<file path="config.mk">
export PLATFORM = sky130hd
export DESIGN_NAME = iec_interrupt_arbiter
export DESIGN_NICKNAME = d
export VERILOG_FILES = /design/src/iec_prio_arb_unused_placeholder_none.sv /design/src/iec_pkg.sv /design/src/iec_edge_filt.sv /design/src/iec_prio_arb.sv /design/src/iec_interrupt_arbiter.sv
export SDC_FILE = /design/constraint.sdc
export NUM_CORES = 1
export LEC_CHECK = 0
export ABC_AREA = 1
export BUFFER_PORTS_ARGS = -buffer_cell sky130_fd_sc_hd__buf_2
export CORE_MARGIN = 5
export CORE_UTILIZATION = 56
export DETAILED_ROUTE_END_ITERATION = 8
export PLACE_DENSITY = 0.83
export RECOVER_POWER = 50
export SYNTH_ARGS = -nofsm -noshare
export SYNTH_HDL_FRONTEND = slang
export SYNTH_SLANG_ARGS = --single-unit
</file>
<file path="constraint.sdc">
create_clock -name core_clk_i -period 85.3 [get_ports core_clk_i]
set_input_delay 25.59 -clock core_clk_i [delete_from_list [all_inputs] [get_ports core_clk_i]]
set_output_delay 25.59 -clock core_clk_i [all_outputs]
set_load 0.01 [all_outputs]
</file>
<file path="src/iec_prio_arb_unused_placeholder_none.sv">
// intentionally empty compile unit
`default_nettype none
`default_nettype wire

</file>
<file path="src/iec_pkg.sv">
// constants, types and vector tables shared by the interrupt/exception controller
`default_nettype none
package iec_pkg;
   localparam int N_EXT       = 8;
   localparam int N_INT       = 59;
   localparam int N_MSK       = 67;
   localparam int N_SRC_TOTAL = 69;
   localparam int N_LVL       = 8;
   localparam int LVL_W       = 3;
   localparam int SRC_W       = 7;

   localparam logic [15:0] CODE_RESET    = 16'h0000;
   localparam logic [15:0] CODE_WDT      = 16'h0020;
   localparam logic [15:0] CODE_NMI      = 16'h0030;
   localparam logic [15:0] CODE_TRAP_LO  = 16'h0040;
   localparam logic [15:0] CODE_TRAP_HI  = 16'h0050;
   localparam logic [15:0] CODE_ILLOP    = 16'h0060;
   localparam logic [15:0] CODE_MSK_BASE = 16'h0080;
   localparam logic [15:0] CODE_MSK_STEP = 16'h0010;

   localparam logic [31:0] HND_RESET   = 32'h0000_0000;
   localparam logic [31:0] HND_WDT     = 32'h0000_0020;
   localparam logic [31:0] HND_NMI     = 32'h0000_0030;
   localparam logic [31:0] HND_TRAP_LO = 32'h0000_0040;
   localparam logic [31:0] HND_TRAP_HI = 32'h0000_0050;
   localparam logic [31:0] HND_ILLOP   = 32'h0000_0060;

   localparam logic [LVL_W-1:0] LVL_RESET = 3'h7;
   localparam logic [N_LVL-1:0] ISR_RESET = 8'h00;

   localparam int CLK_PERIOD_NS = 4;
   localparam int FILTER_NS     = 20;
   localparam int FILTER_CYC    = (FILTER_NS + CLK_PERIOD_NS - 1) / CLK_PERIOD_NS;
   localparam int FILTER_W      = $clog2(FILTER_CYC + 1);

   localparam logic [1:0] EDGE_NONE = 2'h0;
   localparam logic [1:0] EDGE_RISE = 2'h1;
   localparam logic [1:0] EDGE_FALL = 2'h2;
   localparam logic [1:0] EDGE_BOTH = 2'h3;

   typedef enum logic [5:0] {
      KIND_RESET = 6'b000001,
      KIND_ILLOP = 6'b000010,
      KIND_TRAP  = 6'b000100,
      KIND_WDT   = 6'b001000,
      KIND_NMI   = 6'b010000,
      KIND_MSK   = 6'b100000
   } iec_kind_t;

   typedef enum logic [1:0] {
      ST_IDLE  = 2'b01,
      ST_OFFER = 2'b10
   } iec_state_t;

   function automatic logic [15:0] iec_msk_code(input logic [SRC_W-1:0] idx);
      iec_msk_code = CODE_MSK_BASE + 16'(idx) * CODE_MSK_STEP;
   endfunction
endpackage
`default_nettype wire

</file>
<file path="src/iec_edge_filt.sv">
// noise filter and selectable edge detector for one request pin
`default_nettype none
module iec_edge_filt
   import iec_pkg::*;
(
   input  wire logic       core_clk_i,
   input  wire logic       rst_i,
   input  wire logic       pin_i,
   input  wire logic [1:0] edge_sel_i,
   output logic            event_o
);
   logic                stable_r;
   logic [FILTER_W-1:0] cnt_r;
   logic                changed;
   logic                rise;

   assign changed = (pin_i != stable_r) && (cnt_r == FILTER_W'(FILTER_CYC - 1));
   assign rise    = ~stable_r;

   // a pulse shorter than the filter window never reaches the stable level
   always_ff @(posedge core_clk_i or posedge rst_i) begin
      if (rst_i) begin
         stable_r <= 1'b0;
         cnt_r    <= '0;
      end else if (pin_i == stable_r) begin
         cnt_r <= '0;
      end else if (changed) begin
         stable_r <= pin_i;
         cnt_r    <= '0;
      end else begin
         cnt_r <= cnt_r + FILTER_W'(1);
      end
   end

   always_ff @(posedge core_clk_i or posedge rst_i) begin
      if (rst_i) begin
         event_o <= 1'b0;
      end else begin
         case (edge_sel_i)
            EDGE_RISE: event_o <= changed & rise;
            EDGE_FALL: event_o <= changed & ~rise;
            EDGE_BOTH: event_o <= changed;
            default:   event_o <= 1'b0;
         endcase
      end
   end
endmodule
`default_nettype wire

</file>
<file path="src/iec_prio_arb.sv">
// picks the maskable request with the best programmed level
`default_nettype none
module iec_prio_arb
   import iec_pkg::*;
(
   input  wire logic [N_MSK-1:0]       req_i,
   input  wire logic [N_MSK*LVL_W-1:0] prio_i,
   output logic                        win_vld_o,
   output logic [SRC_W-1:0]            win_idx_o,
   output logic [LVL_W-1:0]            win_lvl_o
);
   always_comb begin
      win_vld_o = 1'b0;
      win_idx_o = '0;
      win_lvl_o = LVL_RESET;
      // walk downward with <= so the lowest index wins a tie
      for (int i = N_MSK - 1; i >= 0; i--) begin
         if (req_i[i] && (!win_vld_o || prio_i[i*LVL_W +: LVL_W] <= win_lvl_o)) begin
            win_vld_o = 1'b1;
            win_idx_o = SRC_W'(i);
            win_lvl_o = prio_i[i*LVL_W +: LVL_W];
         end
      end
   end
endmodule
`default_nettype wire

</file>
<file path="src/iec_interrupt_arbiter.sv">
// interrupt and exception controller top: pending, nesting and vectoring
// Function
// - sixty-nine interrupt request sources serviced
// - eight external and fifty-nine internal maskable inputs
// - eight programmable priority levels drive arbitration
// - higher level preempts lower level handler
// - individual mask blocks each maskable request
// - pin noise filter, edge detect, edge select
// - reset vectors to zero, code zero
// - watchdog and pin non-maskable vectors
// - two software trap groups with nibble
// - illegal opcode or debug trap vector
// - low-voltage request is maskable source zero
// - external pins zero-seven follow low-voltage
// - interrupts and exceptions share one vectoring
`default_nettype none
module iec_interrupt_arbiter
   import iec_pkg::*;
(
   input  wire logic                     core_clk_i,
   input  wire logic                     rst_i,
   input  wire logic                     soft_reset_i,
   input  wire logic                     low_voltage_request_i,
   input  wire logic [N_INT-2:0]         periph_req_i,
   input  wire logic [N_EXT-1:0]         ext_pin_i,
   input  wire logic [N_EXT*2-1:0]       ext_edge_sel_i,
   input  wire logic                     nmi_pin_i,
   input  wire logic [1:0]               nmi_edge_sel_i,
   input  wire logic                     watchdog_overflow_request_i,
   input  wire logic                     trap_i,
   input  wire logic [4:0]               trap_vec_i,
   input  wire logic                     illegal_opcode_exception_i,
   input  wire logic                     debug_exception_i,
   input  wire logic [N_MSK-1:0]         mask_i,
   input  wire logic [N_MSK*LVL_W-1:0]   prio_i,
   input  wire logic                     int_enable_i,
   input  wire logic                     ack_i,
   input  wire logic                     eoi_i,
   output logic                          exc_req_o,
   output logic [15:0]                   exc_code_o,
   output logic [31:0]                   handler_addr_o,
   output logic                          exc_is_intr_o,
   output logic                          pc_valid_o,
   output logic [N_LVL-1:0]              isr_o
);
   iec_state_t          state_r;
   iec_kind_t           kind_r;
   iec_kind_t           kind_nxt;
   logic [15:0]         code_nxt;
   logic [31:0]         hnd_nxt;
   logic                cand_vld;
   logic [SRC_W-1:0]    idx_r;
   logic [LVL_W-1:0]    lvl_r;

   logic                reset_pend_r;
   logic                illop_pend_r;
   logic                trap_pend_r;
   logic [4:0]          trap_vec_r;
   logic                wdt_pend_r;
   logic                nmi_pend_r;
   logic [N_MSK-1:0]    msk_pend_r;
   logic [N_LVL-1:0]    isr_r;

   logic [N_EXT-1:0]    ext_evt;
   logic                nmi_evt;
   logic [N_MSK-1:0]    msk_set;
   logic [N_MSK-1:0]    msk_clr;
   logic [N_MSK-1:0]    msk_elig;
   logic                win_vld;
   logic [SRC_W-1:0]    win_idx;
   logic [LVL_W-1:0]    win_lvl;
   logic [LVL_W:0]      isr_top;
   logic                msk_ok;
   logic                taken;
   logic [N_LVL-1:0]    isr_low;

   // handshake and per-kind retire strobes
   iec_state_t          state_nxt;
   logic                offer;
   logic                clr_reset;
   logic                clr_illop;
   logic                clr_trap;
   logic                clr_wdt;
   logic                clr_nmi;
   logic                clr_msk;
   logic [N_LVL-1:0]    isr_set;
   logic [N_LVL-1:0]    isr_clr;

   // every pin has its own filter and its own edge select
   genvar g;
   generate
      for (g = 0; g < N_EXT; g++) begin : g_ext
         iec_edge_filt u_filt (
            .core_clk_i (core_clk_i),
            .rst_i      (rst_i),
            .pin_i      (ext_pin_i[g]),
            .edge_sel_i (ext_edge_sel_i[g*2 +: 2]),
            .event_o    (ext_evt[g])
         );
      end
   endgenerate

   iec_edge_filt u_nmi_filt (
      .core_clk_i (core_clk_i),
      .rst_i      (rst_i),
      .pin_i      (nmi_pin_i),
      .edge_sel_i (nmi_edge_sel_i),
      .event_o    (nmi_evt)
   );

   // index 0 low voltage, 1..8 pins, then the other peripherals
   assign msk_set = {periph_req_i, ext_evt, low_voltage_request_i};
   assign msk_elig = msk_pend_r & ~mask_i & {N_MSK{int_enable_i}};

   // arbiter only sees eligible requests, so masks never reach it
   iec_prio_arb u_arb (
      .req_i     (msk_elig),
      .prio_i    (prio_i),
      .win_vld_o (win_vld),
      .win_idx_o (win_idx),
      .win_lvl_o (win_lvl)
   );

   // best level currently in service; N_LVL when none
   always_comb begin
      isr_top = (LVL_W + 1)'(N_LVL);
      for (int i = N_LVL - 1; i >= 0; i--) begin
         if (isr_r[i]) begin
            isr_top = (LVL_W + 1)'(i);
         end
      end
   end

   assign msk_ok = win_vld && ({1'b0, win_lvl} < isr_top);
   assign isr_low = isr_r & ~(isr_r - N_LVL'(1));

   // synchronous exceptions rank above the asynchronous non-maskables
   always_comb begin
      cand_vld = 1'b1;
      kind_nxt = KIND_RESET;
      code_nxt = CODE_RESET;
      hnd_nxt  = HND_RESET;
      if (reset_pend_r) begin
         kind_nxt = KIND_RESET;
      end else if (illop_pend_r) begin
         kind_nxt = KIND_ILLOP;
         code_nxt = CODE_ILLOP;
         hnd_nxt  = HND_ILLOP;
      end else if (trap_pend_r) begin
         kind_nxt = KIND_TRAP;
         code_nxt = (trap_vec_r[4] ? CODE_TRAP_HI : CODE_TRAP_LO) | {12'h000, trap_vec_r[3:0]};
         hnd_nxt  = trap_vec_r[4] ? HND_TRAP_HI : HND_TRAP_LO;
      end else if (wdt_pend_r) begin
         kind_nxt = KIND_WDT;
         code_nxt = CODE_WDT;
         hnd_nxt  = HND_WDT;
      end else if (nmi_pend_r) begin
         kind_nxt = KIND_NMI;
         code_nxt = CODE_NMI;
         hnd_nxt  = HND_NMI;
      end else if (msk_ok) begin
         kind_nxt = KIND_MSK;
         code_nxt = iec_msk_code(win_idx);
         hnd_nxt  = {16'h0000, iec_msk_code(win_idx)};
      end else begin
         cand_vld = 1'b0;
      end
   end

   // handshake decode stays combinational so the ack edge itself retires
   assign taken = (state_r == ST_OFFER) && ack_i;
   assign offer = cand_vld && !taken && !soft_reset_i;

   // an ack retires exactly the kind that stood on offer at that edge
   assign clr_reset = taken && (kind_r == KIND_RESET);
   assign clr_illop = taken && (kind_r == KIND_ILLOP);
   assign clr_trap  = taken && (kind_r == KIND_TRAP);
   assign clr_wdt   = taken && (kind_r == KIND_WDT);
   assign clr_nmi   = taken && (kind_r == KIND_NMI);
   assign clr_msk   = taken && (kind_r == KIND_MSK);

   // one idle edge after an ack, so acks never come back to back
   always_comb begin
      case (state_r)
         ST_IDLE:  state_nxt = offer ? ST_OFFER : ST_IDLE;
         ST_OFFER: state_nxt = offer ? ST_OFFER : ST_IDLE;
         default:  state_nxt = ST_IDLE;
      endcase
   end

   always_ff @(posedge core_clk_i or posedge rst_i) begin
      if (rst_i) begin
         state_r <= ST_IDLE;
      end else begin
         state_r <= state_nxt;
      end
   end

   // offered vector keeps tracking the winner until the core acks it
   always_ff @(posedge core_clk_i or posedge rst_i) begin
      if (rst_i) begin
         kind_r         <= KIND_RESET;
         exc_code_o     <= CODE_RESET;
         handler_addr_o <= HND_RESET;
         idx_r          <= '0;
         lvl_r          <= LVL_RESET;
         exc_is_intr_o  <= 1'b0;
         pc_valid_o     <= 1'b0;
      end else if (offer) begin
         kind_r         <= kind_nxt;
         exc_code_o     <= code_nxt;
         handler_addr_o <= hnd_nxt;
         idx_r          <= win_idx;
         lvl_r          <= win_lvl;
         exc_is_intr_o  <= !(kind_nxt inside {KIND_ILLOP, KIND_TRAP});
         pc_valid_o     <= (kind_nxt != KIND_RESET);
      end
   end

   assign exc_req_o = (state_r == ST_OFFER);

   // reset from the pin or the internal source always vectors to zero
   always_ff @(posedge core_clk_i or posedge rst_i) begin
      if (rst_i) begin
         reset_pend_r <= 1'b1;
      end else if (soft_reset_i) begin
         reset_pend_r <= 1'b1;
      end else begin
         reset_pend_r <= reset_pend_r & ~clr_reset;
      end
   end

   // exceptions from the instruction stream: a new event beats the ack
   always_ff @(posedge core_clk_i or posedge rst_i) begin
      if (rst_i) begin
         illop_pend_r <= 1'b0;
         trap_pend_r  <= 1'b0;
         trap_vec_r   <= 5'h00;
      end else if (soft_reset_i) begin
         illop_pend_r <= 1'b0;
         trap_pend_r  <= 1'b0;
      end else begin
         illop_pend_r <= (illegal_opcode_exception_i | debug_exception_i)
                         | (illop_pend_r & ~clr_illop);
         trap_pend_r  <= trap_i | (trap_pend_r & ~clr_trap);
         // a second trap before the ack overwrites the nibble
         if (trap_i) begin
            trap_vec_r <= trap_vec_i;
         end
      end
   end

   // watchdog and filtered pin non-maskables, set wins here too
   always_ff @(posedge core_clk_i or posedge rst_i) begin
      if (rst_i) begin
         wdt_pend_r <= 1'b0;
         nmi_pend_r <= 1'b0;
      end else if (soft_reset_i) begin
         wdt_pend_r <= 1'b0;
         nmi_pend_r <= 1'b0;
      end else begin
         wdt_pend_r <= watchdog_overflow_request_i | (wdt_pend_r & ~clr_wdt);
         nmi_pend_r <= nmi_evt | (nmi_pend_r & ~clr_nmi);
      end
   end

   // maskable pending flags, set wins over the ack clear
   generate
      for (g = 0; g < N_MSK; g++) begin : g_clr
         assign msk_clr[g] = clr_msk && (idx_r == SRC_W'(g));
      end
   endgenerate

   always_ff @(posedge core_clk_i or posedge rst_i) begin
      if (rst_i) begin
         msk_pend_r <= '0;
      end else if (soft_reset_i) begin
         msk_pend_r <= '0;
      end else begin
         msk_pend_r <= msk_set | (msk_pend_r & ~msk_clr);
      end
   end

   // in-service levels: eoi retires the best one before a new ack adds
   // limitation: eoi cannot name a level, it always retires the best one
   assign isr_clr = eoi_i ? isr_low : '0;
   assign isr_set = clr_msk ? (N_LVL'(1) << lvl_r) : '0;

   always_ff @(posedge core_clk_i or posedge rst_i) begin
      if (rst_i) begin
         isr_r <= ISR_RESET;
      end else if (soft_reset_i) begin
         isr_r <= ISR_RESET;
      end else begin
         isr_r <= (isr_r & ~isr_clr) | isr_set;
      end
   end

   assign isr_o = isr_r;
endmodule
`default_nettype wire

</file>
==> results.cfg, run 1 <==
[placed_design]
gp_congestion = 0.976
place_area_sq_mm = 0.0237
dp.cells = 3809
portBuffers = 399
hpwl_microns = 54300

[die]
die_x_microns = 188
initial_core_util_pct = 56.4
io-pin-count = 428
rows = 65
fp.dieH_microns = 188

[yosys]
yosys.cell_count.top_type = nand2_1
synth_top_area_cell = dfrtp_1
netlist_area_sq_mm = 0.0177
synth_edf_count = 0
syn_inst = 2621
syn-mean-instance-area_sq_um = 6.76
synth_top_area_share_pct = 22.0
synth_cell_types = 44
synth_seq_area_share_pct = 22.9
synth_seq_cells = 162
async_flop_share_pct = 100
ys_warn_count = 0
yosys-top-cells-count = nand2_1, inv_1, nand3_1, ha_1, nor2_1
synth_ff_type = dfrtp_1
synth_area_leaders = dfrtp_1, ha_1, nand2_1

[outcome]
stop_stage = 5_1_grt
stop_error = [ERROR DPL-0038] Utilization greater than 100%, impossible to legalize
outcome = stopped before the end

[cts]
numCtsBuffers = 17
cts_sinks = 162
clock_path_buffers = 2
cts-root-buf = clkbuf_16
cts_max_level = 4

[grt]
grt_max_degree = 113

[timing]
grt-worst-endpoint = exc_code_o[9]$_DFFE_PP0P_/D
worst_endpoint_kind = sequential cell input
[metrics by stage]
step,setup slack [ps],utilization (%)
2_1_floorplan,-5970,-
3_3_place_gp,-8770,75.4
3_5_place_dp,-12220,75.4
4_1_cts,-8730,91.9
[what timing repair did]
item,4_1_cts
endpoints found under the hold margin,0
hold buffers,0
pin swaps,339
buffers inserted,286
endpoints found under the setup margin,32
gates cloned,6
gates resized for setup,489
[cells by family after synthesis]
logic type | share of synthesized area, %
AO/OA/AOI/OAI | 13.8
XOR/XNOR | 1.38
adder cells (fa/ha/maj) | 17.5
buffers and inverters | 11.3
flip-flops | 22.9
multiplexers | 0.0636
other | 0.0212
AND/OR/NAND/NOR | 33.0
==> inputs of run 2 (changes only) <==
CORE_UTILIZATION = 40   (was 56)
PLACE_DENSITY = unset   (was 0.83)
PLACE_DENSITY_LB_ADDON = 0.15   (was unset)
==> results.cfg, run 2 <==
[cts]
clk_latency_ps = 440
clock_path_buffers = 2
cts_sinks = 162
cts.reportedPaths.clkPinSlew_ps = 80
cts-root-buf = clkbuf_16
cts_max_level = 4
numCtsBuffers = 17
cts_tree = built

[grt]
antenna_found_initial = 7
grt_first_pass_wirelength_microns = 102000
grt_pass1_vias = 20600
grt_usage_pct = 26.2
grt_max_degree = 99
overflow = 0

[yosys]
synth_ff_type = dfrtp_1
synth_edf_count = 0
synth_top_area_cell = dfrtp_1
synth_area_leaders = dfrtp_1, ha_1, nand2_1
netlist_area_sq_mm = 0.0177
yosys.cell_count.top_type = nand2_1
synth_seq_area_share_pct = 22.9
synth_top_area_share_pct = 22.0
async_flop_share_pct = 100
yosys-top-cells-count = nand2_1, inv_1, nand3_1, ha_1, nor2_1
synth_cell_types = 44
ys_warn_count = 0
syn-mean-instance-area_sq_um = 6.76
syn_inst = 2621
synth_seq_cells = 162

[worst_setup_path]
worst_path_max_delay_cell = ha_4
reg2reg_depth = 555
crit_type = input pin to flop
r2r_slack_ps = 14830
r2r-end = lvl_r[0]$_DFFE_PP1P_
startpoint_type = input pin
crit_top_cell = nand2_2
worstPathArrival_ps = 95640
end_kind = flop
r2r-start = msk_pend_r[66]$_DFF_PP0_
cp_slowest_stage_delay_ps = 300
cp_max_fo = 9
worst_ep_required_time_ps = 85680

[final_layout]
area_growth_pct = 64.4
drive_gt1_share_pct = 51.7
layout_common_cells = buf_4, buf_2, nand2_1
largest_reg_flops = 67
top_register = msk_pend_r
final_util_pct = 66.1
reg.largest.list = msk_pend_r: 67 flops, g_ext.u_filt.cnt_r: 24 flops, exc_code_o: 11 flops
layout_commonest_cell = buf_4
nets = 4218

[timing]
min_period_over_period_pct = 112
slew_viol_final = 157
rsz0062_at_grt = yes
skew_ps = 11.7
hold_viol_final = 0
setup_slack_ps = -9970
tightestPinTransition_ps = 4450
hold_slack_ps = 467
fin_crit_ps = 95270
setup_tns_ps = -318200
relSlewSlack_pct = -198
fmax_mhz = 10.5
setup_viol = 32

[hold_path]
min_to = g_ext[0].u_filt.cnt_r[0]$_DFF_PP0_
hp-class = flop to flop
whs_path_depth = 1
hold_start = g_ext[0].u_filt.cnt_r[0]$_DFF_PP0_

[die]
initial_core_util_pct = 40.2
design.die.area_sq_mm = 0.0486
io-pin-count = 428
die_x_microns = 220
rows = 77
core-area_sq_mm = 0.0440
fp.dieH_microns = 220

[routing]
wl_microns = 72200
drcViolationCount = 0
vias = 21600
drt_iter0_markers = 1193
ant_nets = 0
avgRoutedWirePerCell_microns = 17.1
via_per_inst = 5.12
drtPass1Iterations = 5

[placed_design]
portBuffers = 399
gp_congestion = 0.914
pre_cts_slack_ps = -11880
hpwl_microns = 55600

[pwr]
powerDensity_mw_per_mm2 = 29.4
finalPower_mw = 0.856
p_leak_nw = 15.3
ir_drop_v = 0.0000199

[outcome]
violations = capacitance limit, slew limit, setup timing
outcome = complete, but fails checks

[job]
cap_violations = 2
run 2: cell counts after synthesis:
Identical to the previous run, type by type.
run 2: how the worst max path moves through the flow:
stage,from,to,slack (ps)
after floorplan,mask_i[66],exc_code_o[10]$_DFFE_PP0P_,-5970
after global placement,mask_i[66],exc_code_o[7]$_DFFE_PP0P_,-9400
after detailed placement,mask_i[66],exc_code_o[9]$_DFFE_PP0P_,-11880
after CTS,mask_i[66],exc_code_o[7]$_DFFE_PP0P_,-10280
after global routing,mask_i[66],exc_code_o[9]$_DFFE_PP0P_,-14090
final,mask_i[66],lvl_r[0]$_DFFE_PP1P_,-9970
run 2: stage by stage:
stage,instance area (sq um),instances
floorplan,18400,2648
global placement,24200,4034
detailed placement,24200,4034
CTS,25400,4112
global route,29100,4209
finish,29100,4210
run 2: power breakdown:
part           internal [mW]  switching, mW  leakage [nW]
clock network         0.0394         0.0377         0.289
logic                  0.349          0.329          12.9
registers             0.0907         0.0103          2.08
run 2: cell type report:
class | count | area (sq um)
fillers | 3681 | 14900
clock buffers | 17 | 425
diodes | 3 | 7.51
inverters | 422 | 1620
clock inverters | 15 | 166
multi-input cells | 2006 | 15500
well taps | 592 | 741
flip-flops and latches | 162 | 4060
repair buffers | 993 | 6610
run 2: repair_timing:
item                                    4_1_cts  5_1_grt
hold buffers                                  0        0
pin swaps                                    74      400
resized for setup                            59      636
gates cloned                                  0        4
endpoints found under the setup margin       32       32
buffers inserted                             46       93
run 2: per-layer routing:
metal	part of all wire [%]	up-vias	routed length (microns)	track usage (%)
met5	0.078	-	56	0
met1	41	10200	29500	32.7
met2	50	623	35800	46.5
met3	5.0	178	3630	3.38
li1	-	10600	-	-
met4	4.2	8	3060	9.42
run 2: cell families (layout without fill, tap and decap cells):
logic type      count (synthesis)  in the layout  share of synthesized area [%]
fa+ha+maj                     247            247                           17.5
simple gates                 1278           1280                           33.0
flops                         162            162                           22.9
other cells                     1             31                         0.0212
buf+inv                       482           1447                           11.3
mux                             1              1                         0.0636
compound gates                422            422                           13.8
xor+xnor                       28             28                           1.38
run 2: critical path: cells and delay by family:
| kind | cells | cell delay, ps |
|---|---|---|
| adder cells (fa/ha/maj) | 67 | 14980 |
| buffers and inverters | 62 | 4800 |
| AND/OR/NAND/NOR | 294 | 31130 |
| AO/OA/AOI/OAI | 134 | 18940 |
Note: power is estimated with default switching activity, not from simulation.
==> inputs of run 3 (changes only) <==
ABC_AREA = unset   (was 1)
==> results.cfg, run 3 <==
[grt]
grt_use_met3_pct = 4.37
grt_pass1_vias = 25200
grtUsageMet2_pct = 53.3
antenna_found_initial = 6
overflow = 0
grt_max_degree = 94
grt_usage_pct = 32.0
gr-max-usage-layer = met2
grt_use_met1_pct = 41.2
grt_first_pass_wirelength_microns = 136000

[routing]
wl_microns = 93200
avgRoutedWirePerCell_microns = 20.8
drcViolationCount = 0
drt_iter0_markers = 1881
ant_nets = 0
via_per_inst = 5.64
drtPass1Iterations = 5
vias = 25300

[cts]
clk_latency_ps = 440
cts.reportedPaths.clkPinSlew_ps = 70
cts_max_level = 4
numCtsBuffers = 17
cts-root-buf = clkbuf_16
clock_path_buffers = 2
cts_sinks = 162
cts_tree = built
hold_buffers = 0

[die]
rows = 81
initial_core_util_pct = 40.2
design.die.area_sq_mm = 0.0534
io-pin-count = 428
core-area_sq_mm = 0.0486
fp.dieH_microns = 231
die_x_microns = 231

[worst_setup_path]
crit_type = input pin to flop
crit_top_cell = o21ai_2
cp_slowest_stage_delay_ps = 480
end_kind = flop
startpoint_type = input pin
worst_path_max_delay_cell = or4_4
r2r_slack_ps = -3370
cp_max_fo = 8
worstPathArrival_ps = 113790
worst_ep_required_time_ps = 85610

[final_layout]
drive_gt1_share_pct = 50.4
largest_reg_flops = 67
nets = 4453
layout_commonest_cell = buf_4
top_register = msk_pend_r
reg.largest.list = msk_pend_r: 67 flops, g_ext.u_filt.cnt_r: 24 flops, exc_code_o: 11 flops
final_util_pct = 67.7
layout_common_cells = buf_4, buf_2, inv_1
area_growth_pct = 68.5

[yosys]
ys_warn_count = 0
synth_top_area_share_pct = 20.0
yosys.cell_count.top_type = inv_1
synth_seq_area_share_pct = 20.8
async_flop_share_pct = 100
synth_seq_cells = 162
syn_inst = 2590
synth_edf_count = 0
synth_ff_type = dfrtp_1
yosys-top-cells-count = inv_1, ha_1, nand2_1, nor2_1, o21ai_0
synth_area_leaders = dfrtp_1, ha_1, o21ai_0
synth_cell_types = 102
syn-mean-instance-area_sq_um = 7.55
netlist_area_sq_mm = 0.0196
synth_top_area_cell = dfrtp_1

[timing]
fin_crit_ps = 113480
setup_slack_ps = -28180
tightestPinTransition_ps = 4100
skew_ps = 17.4
setup_viol = 32
rsz0062_at_grt = yes
relSlewSlack_pct = -175
slew_viol_final = 94
hold_slack_ps = 482
min_period_over_period_pct = 133
hold_viol_final = 0
fmax_mhz = 8.81

[pwr]
powerDensity_mw_per_mm2 = 32.1
ir_drop_v = 0.0000223
p_leak_nw = 16.2

[hold_path]
hp-class = flop to flop

[job]
cap_violations = 1

[outcome]
outcome = complete, but fails checks
violations = capacitance limit, slew limit, setup timing

[placed_design]
hpwl_microns = 70600
portBuffers = 399
gp_congestion = 0.999
[run 3: changes by cell type in the layout (fill, tap and decap cells not counted), sizes merged, moves of 32 or more]
cell    change
nand3     -189
o21ai      +53
and2       -36
a21o       +53
nand2     -335
mux2i      +37
buf       +299
mux2       +43
nor2b     +132
inv       -168
a21oi      +45
nand2b     +32
or2        -38
[run 3: kinds of logic after synthesis]
family	synth area share, %
buffers and inverters	7.64
xor gates and xnor gates	0.448
DFF	20.8
and+or+nand+nor	24.5
muxes	4.43
adders and majority gates	15.8
AOI/OAI and AO/OA	26.4
other	0.0192
[run 3: final cells by class]
class | instances | area (sq um)
timing repair buffer | 1302 | 8930
sequential | 162 | 4060
inverter | 251 | 951
antenna | 5 | 12.5
tap | 622 | 778
clock inverter | 14 | 144
fill | 4007 | 15700
clock buffer | 18 | 429
multi-input combinational | 2103 | 17600
[run 3: final timing paths]
kind,start,to,depth (start not counted)
hold / removal,g_ext[4].u_filt.event_o$_DFF_PP0_,msk_pend_r[5]$_DFF_PP0_,2
min in group asynchronous,rst_i,u_nmi_filt.stable_r$_DFFE_PP0P_,2
max in group asynchronous,rst_i,msk_pend_r[43]$_DFF_PP0_,3
setup / recovery,mask_i[66],idx_r[2]$_DFFE_PP0P_,551
setup reg to reg,msk_pend_r[66]$_DFF_PP0_,idx_r[2]$_DFFE_PP0P_,551
hold reg to reg,g_ext[4].u_filt.event_o$_DFF_PP0_,msk_pend_r[5]$_DFF_PP0_,2
[run 3: worst max-delay path, delay by kind of cell]
| kind | cells | cell delay (ps) |
|---|---|---|
| AO/OA/AOI/OAI | 278 | 41410 |
| adder cells (fa/ha/maj) | 67 | 16580 |
| buffers and inverters | 49 | 5360 |
| multiplexers | 17 | 4780 |
| AND/OR/NAND/NOR | 140 | 19960 |
[run 3: through the flow]
stage | power (mW) | TNS [ps] | area (sq um) | worst slack, ps | cells
finish | 1.06 | -899710 | 32900 | -28180 | 4477
global route | 1.13 | -1041000 | 32900 | -32580 | 4476
CTS | 0.927 | -850230 | 30800 | -26640 | 4391
detailed placement | 0.730 | -961400 | 27300 | -30120 | 4126
global placement | 0.710 | -885470 | 27300 | -27750 | 4126
floorplan | 0.473 | -794270 | 20800 | -24950 | 2617
[run 3: where the power goes]
part,internal (mW),total [mW],switching [mW]
sequential,0.0900,0.102,0.0119
clock,0.0390,0.0750,0.0360
combinational,0.473,0.880,0.407
total,0.602,1.06,0.455
[run 3: routing by layer]
metal	routed length, microns	vias up	part of all wire (%)
met4	5260	4	5.6
met1	37900	12100	41
met2	43500	1077	47
li1	-	11800	-
met5	30	-	0.032
met3	6480	292	6.9
[run 3: timing repair]
action | in CTS | in global routing
setup endpoints to repair | 32 | 32
pin swaps | 257 | 333
gates resized for setup | 246 | 310
setup buffers | 236 | 84
gates cloned | 0 | 1
